`src/include/rsx_defines.svh`:
```
`ifndef RSX_DEFINES_SVH
`define RSX_DEFINES_SVH
// opcode matching: top nibble and next two bits, plus the whole sleep word and the direction-load mask
`define RSX_OP_HI_ROT 4'h3
`define RSX_OP_HI_SUB 4'h0
`define RSX_OP_HI_XOR 4'h1
`define RSX_OP_HI_XORL 4'hF
`define RSX_OP_MID_ROTL 2'h1
`define RSX_OP_MID_ROTR 2'h0
`define RSX_OP_MID_SWP 2'h2
`define RSX_OP_MID_SUB 2'h2
`define RSX_OP_MID_XOR 2'h2
`define RSX_OP_SLEEP 12'h003
`define RSX_OP_DIR_MASK 12'hFF8
`define RSX_OP_DIR_BASE 12'h000
`define RSX_DIR_A 3'h5
`define RSX_DIR_B 3'h6
`define RSX_DIR_CFG2 3'h7
`define RSX_BYTE_ZERO 8'h00
`define RSX_WDOG_CLR 8'h00
// direction and config registers come up all ones so pins start as inputs
`define RSX_DIR_RST 8'hFF
`define RSX_PRE_CLR 8'h00
`define RSX_FADDR_ZERO 5'h00
`endif

```
`src/include/rsx_pkg.sv`:
```
package rsx_pkg;
   typedef struct packed {
      logic carry;
      logic digit_carry;
      logic zero;
   } rsx_flags_type;

   typedef struct packed {
      logic en;
      logic [4:0] addr;
      logic [7:0] data;
   } rsx_fwrite_type;

   typedef enum logic [0:0] {
      RSX_RUN = 1'b0,
      RSX_SLEEP = 1'b1
   } rsx_state_type;
endpackage : rsx_pkg

```
`src/design/rsx_exec.sv`:
```
`timescale 1ns/1ps
`include "rsx_defines.svh"

module rsx_exec
   import rsx_pkg::*;
(
   input wire logic mclk,
   input wire logic sys_rst,
   input wire logic instr_valid,
   input wire logic [11:0] instr,
   input wire logic [7:0] file_rdata,
   input wire logic wake_event,
   output logic [4:0] file_raddr,
   output rsx_fwrite_type file_wr,
   output logic [7:0] work_reg,
   output rsx_flags_type status_flags,
   output logic timeout_flag,
   output logic powerdown_flag,
   output logic pin_change_wake_flag,
   output logic [7:0] watchdog_counter,
   output logic [7:0] watchdog_prescaler,
   output logic [7:0] dir_a_reg,
   output logic [7:0] dir_b_reg,
   output logic [7:0] secondary_config_register,
   output logic sleeping
);

   // ------------------------------------------------------------
   // state
   // ------------------------------------------------------------
   logic [7:0] w_ff;
   logic [7:0] nxt_w;
   rsx_flags_type flags_ff;
   rsx_flags_type nxt_flags;
   rsx_fwrite_type fwr_ff;
   rsx_fwrite_type nxt_fwr;
   logic tmo_ff;
   logic nxt_tmo;
   logic pdn_ff;
   logic nxt_pdn;
   logic pcw_ff;
   logic nxt_pcw;
   logic [7:0] wdog_ff;
   logic [7:0] nxt_wdog;
   logic [7:0] pre_ff;
   logic [7:0] nxt_pre;
   logic [7:0] dira_ff;
   logic [7:0] nxt_dira;
   logic [7:0] dirb_ff;
   logic [7:0] nxt_dirb;
   logic [7:0] cfg2_ff;
   logic [7:0] nxt_cfg2;
   rsx_state_type state_ff;
   rsx_state_type nxt_state;

   // ------------------------------------------------------------
   // decode
   // ------------------------------------------------------------
   logic [3:0] op_hi;
   logic [1:0] op_mid;
   logic dest_file;
   logic [4:0] faddr;
   logic [7:0] fval;
   logic [7:0] lit;
   logic [8:0] diff;
   logic [4:0] ldiff;
   logic run;
   logic is_rotl;
   logic is_rotr;
   logic is_swap;
   logic is_sub;
   logic is_xorf;
   logic is_xorl;
   logic is_sleep;
   logic is_dir;

   assign op_hi = instr[11:8];
   assign op_mid = instr[7:6];
   assign dest_file = instr[5];
   assign faddr = instr[4:0];
   assign lit = instr[7:0];
   assign fval = file_rdata;
   // file register is read combinationally through this address
   assign file_raddr = faddr;
   // a 9-bit sum with W inverted plus one gives carry as not-borrow
   assign diff = {1'b0, fval} + {1'b0, ~w_ff} + 9'h001;
   assign ldiff = {1'b0, fval[3:0]} + {1'b0, ~w_ff[3:0]} + 5'h01;
   // halted core ignores the instruction stream entirely
   assign run = instr_valid && (state_ff == RSX_RUN);

   // ------------------------------------------------------------
   // opcode classes
   // ------------------------------------------------------------
   assign is_rotl = (op_hi == `RSX_OP_HI_ROT) && (op_mid == `RSX_OP_MID_ROTL);
   assign is_rotr = (op_hi == `RSX_OP_HI_ROT) && (op_mid == `RSX_OP_MID_ROTR);
   assign is_swap = (op_hi == `RSX_OP_HI_ROT) && (op_mid == `RSX_OP_MID_SWP);
   assign is_sub = (op_hi == `RSX_OP_HI_SUB) && (op_mid == `RSX_OP_MID_SUB);
   assign is_xorf = (op_hi == `RSX_OP_HI_XOR) && (op_mid == `RSX_OP_MID_XOR);
   assign is_xorl = (op_hi == `RSX_OP_HI_XORL);
   // the sleep word lies inside the direction-load range, so it is tested first
   assign is_sleep = (instr == `RSX_OP_SLEEP);
   assign is_dir = ((instr & `RSX_OP_DIR_MASK) == `RSX_OP_DIR_BASE);

   always_comb begin
      logic [7:0] res;
      logic wr_res, set_z;
      res = `RSX_BYTE_ZERO;
      wr_res = 1'b0;
      set_z = 1'b0;
      nxt_w = w_ff;
      nxt_flags = flags_ff;
      nxt_fwr = '0;
      nxt_tmo = tmo_ff;
      nxt_pdn = pdn_ff;
      nxt_pcw = pcw_ff;
      nxt_wdog = wdog_ff;
      nxt_pre = pre_ff;
      nxt_dira = dira_ff;
      nxt_dirb = dirb_ff;
      nxt_cfg2 = cfg2_ff;
      nxt_state = state_ff;
      case (state_ff)
         RSX_RUN: begin
            if (run) begin
               if (is_rotl) begin
                  res = {fval[6:0], flags_ff.carry};
                  nxt_flags.carry = fval[7];
                  wr_res = 1'b1;
               end else if (is_rotr) begin
                  res = {flags_ff.carry, fval[7:1]};
                  nxt_flags.carry = fval[0];
                  wr_res = 1'b1;
               end else if (is_swap) begin
                  res = {fval[3:0], fval[7:4]};
                  wr_res = 1'b1;
               end else if (is_sub) begin
                  res = diff[7:0];
                  nxt_flags.carry = diff[8];
                  nxt_flags.digit_carry = ldiff[4];
                  wr_res = 1'b1;
                  set_z = 1'b1;
               end else if (is_xorf) begin
                  res = w_ff ^ fval;
                  wr_res = 1'b1;
                  set_z = 1'b1;
               end else if (is_xorl) begin
                  res = w_ff ^ lit;
                  nxt_w = res;
                  set_z = 1'b1;
               end else if (is_sleep) begin
                  nxt_tmo = 1'b1;
                  nxt_pdn = 1'b0;
                  nxt_wdog = `RSX_WDOG_CLR;
                  nxt_pre = `RSX_PRE_CLR;
                  nxt_pcw = 1'b1;
                  nxt_state = RSX_SLEEP;
               end else if (is_dir) begin
                  // other operands (nop etc.) do nothing here
                  case (instr[2:0])
                     `RSX_DIR_A: nxt_dira = w_ff;
                     `RSX_DIR_B: nxt_dirb = w_ff;
                     `RSX_DIR_CFG2: nxt_cfg2 = w_ff;
                     default: nxt_cfg2 = cfg2_ff;
                  endcase
               end
               if (wr_res) begin
                  if (dest_file) begin
                     nxt_fwr.en = 1'b1;
                     nxt_fwr.addr = faddr;
                     nxt_fwr.data = res;
                  end else begin
                     nxt_w = res;
                  end
               end
               if (set_z) begin
                  nxt_flags.zero = (res == `RSX_BYTE_ZERO);
               end
            end
         end
         RSX_SLEEP: begin
            if (wake_event) begin
               nxt_state = RSX_RUN;
            end
         end
         default: nxt_state = RSX_RUN;
      endcase
   end

   // ------------------------------------------------------------
   // working register and status flags
   // ------------------------------------------------------------
   always_ff @(posedge mclk or posedge sys_rst) begin
      if (sys_rst) begin
         w_ff <= `RSX_BYTE_ZERO;
         flags_ff <= '0;
      end else begin
         w_ff <= nxt_w;
         flags_ff <= nxt_flags;
      end
   end

   // ------------------------------------------------------------
   // file write strobe
   // ------------------------------------------------------------
   // registered so the file sees one clean write a cycle after the read
   always_ff @(posedge mclk or posedge sys_rst) begin
      if (sys_rst) begin
         fwr_ff <= '0;
      end else begin
         fwr_ff <= nxt_fwr;
      end
   end

   // ------------------------------------------------------------
   // power status flags
   // ------------------------------------------------------------
   always_ff @(posedge mclk or posedge sys_rst) begin
      if (sys_rst) begin
         tmo_ff <= 1'b1;
         pdn_ff <= 1'b1;
         pcw_ff <= 1'b0;
      end else begin
         tmo_ff <= nxt_tmo;
         pdn_ff <= nxt_pdn;
         pcw_ff <= nxt_pcw;
      end
   end

   // ------------------------------------------------------------
   // watchdog and prescaler
   // ------------------------------------------------------------
   // only the clear on sleep lives here; nothing in this project makes them count
   always_ff @(posedge mclk or posedge sys_rst) begin
      if (sys_rst) begin
         wdog_ff <= `RSX_WDOG_CLR;
         pre_ff <= `RSX_PRE_CLR;
      end else begin
         wdog_ff <= nxt_wdog;
         pre_ff <= nxt_pre;
      end
   end

   // ------------------------------------------------------------
   // direction and secondary config registers
   // ------------------------------------------------------------
   always_ff @(posedge mclk or posedge sys_rst) begin
      if (sys_rst) begin
         dira_ff <= `RSX_DIR_RST;
         dirb_ff <= `RSX_DIR_RST;
         cfg2_ff <= `RSX_DIR_RST;
      end else begin
         dira_ff <= nxt_dira;
         dirb_ff <= nxt_dirb;
         cfg2_ff <= nxt_cfg2;
      end
   end

   // ------------------------------------------------------------
   // run or sleep state
   // ------------------------------------------------------------
   always_ff @(posedge mclk or posedge sys_rst) begin
      if (sys_rst) begin
         state_ff <= RSX_RUN;
      end else begin
         state_ff <= nxt_state;
      end
   end

   // ------------------------------------------------------------
   // outputs
   // ------------------------------------------------------------
   assign work_reg = w_ff;
   assign status_flags = flags_ff;
   assign file_wr = fwr_ff;
   assign timeout_flag = tmo_ff;
   assign powerdown_flag = pdn_ff;
   assign pin_change_wake_flag = pcw_ff;
   assign watchdog_counter = wdog_ff;
   assign watchdog_prescaler = pre_ff;
   assign dir_a_reg = dira_ff;
   assign dir_b_reg = dirb_ff;
   assign secondary_config_register = cfg2_ff;
   assign sleeping = (state_ff == RSX_SLEEP);

endmodule : rsx_exec

```
`config.mk`:
```
export PLATFORM = sky130hd
export DESIGN_NAME = rsx_exec
export DESIGN_NICKNAME = d
export VERILOG_FILES = /design/src/include/rsx_pkg.sv /design/src/design/rsx_exec.sv
export VERILOG_INCLUDE_DIRS = /design/src /design/src/include
export SDC_FILE = /design/constraint.sdc
export NUM_CORES = 1
export LEC_CHECK = 0
export BUFFER_PORTS_ARGS = -buffer_cell sky130_fd_sc_hd__buf_2
export CORE_MARGIN = 5
export CORE_UTILIZATION = 56
export DETAILED_ROUTE_END_ITERATION = 10
export PLACE_DENSITY = 0.93
export RECOVER_POWER = 25
export SKIP_CTS_REPAIR_TIMING = 1
export SLEW_MARGIN = 40
export SYNTH_ARGS = -nofsm -noshare
export SYNTH_HDL_FRONTEND = slang
export SYNTH_SLANG_ARGS = --single-unit
```
`constraint.sdc`:
```
create_clock -name mclk -period 3.5 [get_ports mclk]
set_input_delay 0.35 -clock mclk [delete_from_list [all_inputs] [get_ports mclk]]
set_output_delay 0.35 -clock mclk [all_outputs]
set_load 0.02 [all_outputs]
```
==> impl_results.md <==
* Reg2reg start: work_reg[0]
* Gate Count Post-Synth at between 300 and 400
* Mapped Area at ~3200 µm²
* RePlAce Congestion at about 1
* Clk root buf: clkbuf_8
* Maximum vdd ir drop at a little under 0.3 mV
* Layout cells sized above 1 at 0.379
* DRT Wirelength at roughly 8600 µm
* Failing checks: capacitance limit, slew limit
* # IOs at between 90 and 100
* Startpoint types: flop
* Critical path capture point type: flop
* Routed Antenna Nets at 0
* Hold Crit Class: primary input to flop
* Static Leak at 1.76 nW
* Largest net degree at the start of global routing at 53
* Worst-Skew Late Latency at 0.31 ns
* GRT Total Usage at 0.240
* Cell taking the most area after synthesis: dfrtp_1
* Flops & latches, synth at 52
* Synth Area per Inst at slightly below 10 µm²
* Post-synth EDFFs at 0
* Pwr dens at between 400 and 500 nW/µm²
* F_max at between 0.3 and 0.4 GHz
* Initial antenna violation count at 0
* Initial Util at 0.576
* Chip height at roughly 85 µm
* Core area at approximately 5500 µm²
* Final hold violation count at 0
* Cell depth of the worst hold path at 2
* Async S/R FF share, synth at 1.00
* Yosys Warn Count at 0
* Worst Hold End: sleeping
* Pins Over Slew Limit at 53
* Worst R2R End: status_flags[0]
* Crit path max fanout at 9
* Fin nets at approximately 420
* # DRC at 0
* CTS tree: done
* Row count at 27
* Vias/cell at slightly below 6
* Dpl cells at ~460
* Seq/Total Area, Yosys at 0.420
* Initial DRC count at between 300 and 400
* R2R depth at 10
* Clock sinks at 52
* Max-Cap Viols at 1
* Post-DP HPWL at between 6000 and 7000 µm
* Worst setup skew after layout at between 0.005 and 0.006 ns
* Number of global-route vias before repair at between 2000 and 3000
* Share of the synthesized area in the top cell type at 0.213
* CP Class: flop to flop
* Cell variety after synth at 63
* Max reg flops at 14
* Finish-stage setup viols at 0
* Area grow syn2layout at 14.4%
* Worst R2R Setup Slack at around 0.85 ns
* CTS Buf Count at 5
* Wire per inst at ~19 µm
* Chip Width at approximately 85 µm
* First-pass GRT wire length at approximately 14000 µm
* Final cycle utilization of the critical path at 0.756
* Predominant post-synthesis flop cell: dfrtp_1
* Non-Filler Instances at 463
* WP data required at 3.76 ns
* Dominant cells by area after synthesis: dfrtp_1, dfstp_2, mux2_2
* Slew HR at -0.453
* Die footprint at between 7000 and 8000 µm²
* CTS Buffer Depth at 2
* Hold path start: wake_event
* I/O Buffers at 80
* Arr. time, crit path at roughly 2.9 ns
* Sum of negative setup slack at 0 ns
* Via count at approximately 2700
* Grt ovf at 0
* Final min period at between 2 and 3 ns
* Drt first pass iters at 5
* CTS clock-pin slew for the worst setup and hold paths at about 0.090 ns
* RSZ-0062 raised after global routing: false
* Worst Tran Pin Value at roughly 2.2 ns
* Status: finished with violations
* Ant diodes at 0
* # H-tree levels at 2
==> how the worst max path moves through the flow <==
stage,from,end,slack [ns],cells after the start
final,work_reg[0],status_flags[0],0.85,10
after global routing,sleeping,dir_b_reg[0],0.66,6
after global placement,instr[7],status_flags[0],0.76,8
after floorplan,instr[6],status_flags[0],1.08,9
after detailed placement,instr[7],status_flags[0],0.76,8
after CTS,work_reg[0],status_flags[0],0.89,10
==> through the flow <==
step	hold slack, ns	setup slack (ns)	utilization	instance area (µm²)	total power [W]
floorplan	0.446	1.08	-	3230	0.00105
global placement	0.446	0.765	0.638	3510	0.00119
detailed placement	0.454	0.761	0.639	3520	0.00119
CTS	0.134	0.894	0.660	3630	0.00159
global route	0.243	0.656	0.659	3630	0.00167
finish	0.207	0.853	0.659	3630	0.00159
==> synthesized netlist by cell type, drive strengths merged, types with 2 or more instances <==
| cell type | number |
|---|---|
| dfrtp | 27 |
| dfstp | 25 |
| mux2 | 24 |
| buf | 23 |
| nor2 | 23 |
| nand2 | 22 |
| a21oi | 18 |
| clkbuf | 15 |
| inv | 15 |
| o21ai | 10 |
| ha | 9 |
| o22a | 7 |
| and2 | 6 |
| nand3 | 6 |
| nand4 | 6 |
| xor2 | 6 |
| a2bb2oi | 5 |
| a32oi | 5 |
| or3 | 5 |
| a31oi | 4 |
| nor3 | 4 |
| o22ai | 4 |
| xnor2 | 4 |
| nand2b | 3 |
| nor2b | 3 |
| nor3b | 3 |
| nor4 | 3 |
| a211oi | 2 |
| a22oi | 2 |
| and3 | 2 |
| conb | 2 |
| nand3b | 2 |
| nor4b | 2 |
| o211ai | 2 |
| o21a | 2 |
| or2 | 2 |
==> per-layer routing <==
layer	track usage	up-vias	routed length [µm]
li1	-	1263	-
met1	0.295	1287	3350
met2	0.395	158	4150
met3	0.0456	35	729
met4	0.134	0	412
met5	0	-	0
==> power breakdown <==
group / total [W] / switching [W] / internal, W
clock network: 0.000407 / 0.000202 / 0.000205
registers: 0.000706 / 0.0000683 / 0.000638
logic: 0.000481 / 0.000301 / 0.000180
==> cell families after synthesis <==
family / count (synthesis) / share of synthesized area
AOI/OAI and AO/OA: 76 / 0.171
xor gates and xnor gates: 10 / 0.0276
adders and majority gates: 10 / 0.0418
buffers and inverters: 53 / 0.0895
DFF: 52 / 0.420
muxes: 25 / 0.0883
other: 2 / 0.00237
and+or+nand+nor: 95 / 0.159
==> worst max-delay path, stage by stage, from the launching register on <==
cell,delay (ns)
dfrtp_1,0.55
ha_1,0.21
inv_1,0.05
fa_1,0.39
and3_1,0.19
or3_1,0.32
a21oi_1,0.16
a211o_1,0.21
nand2_1,0.09
nor4b_2,0.21
a32o_1,0.19
==> area by class of cell <==
cell class | instances | area (µm²)
multi-input cells | 233 | 1610
inverters | 15 | 57.6
flip-flops and latches | 52 | 1330
clock buffers | 7 | 108
well taps | 72 | 90.1
fillers | 427 | 1880
repair buffers | 83 | 422
clock inverters | 1 | 8.76
==> layout by cell type (no fill, tap or decap), types with 4 or more instances in the layout <==
cell type  count
o21ai_0        9
a32oi_1        5
ha_1           9
or3_1          5
nand3_1        6
nor3_1         4
clkbuf_8       6
xor2_1         6
buf_2         79
nand2_1       22
conb_1        17
dfstp_2       25
and2_1         6
mux2_2        24
inv_1         14
dfrtp_1       27
a21oi_1       18
nor2_1        23
o22a_1         7
a2bb2oi_1      5
xnor2_1        4
nand4_1        6
o22ai_1        4
Power figures use the tool's default switching activity.
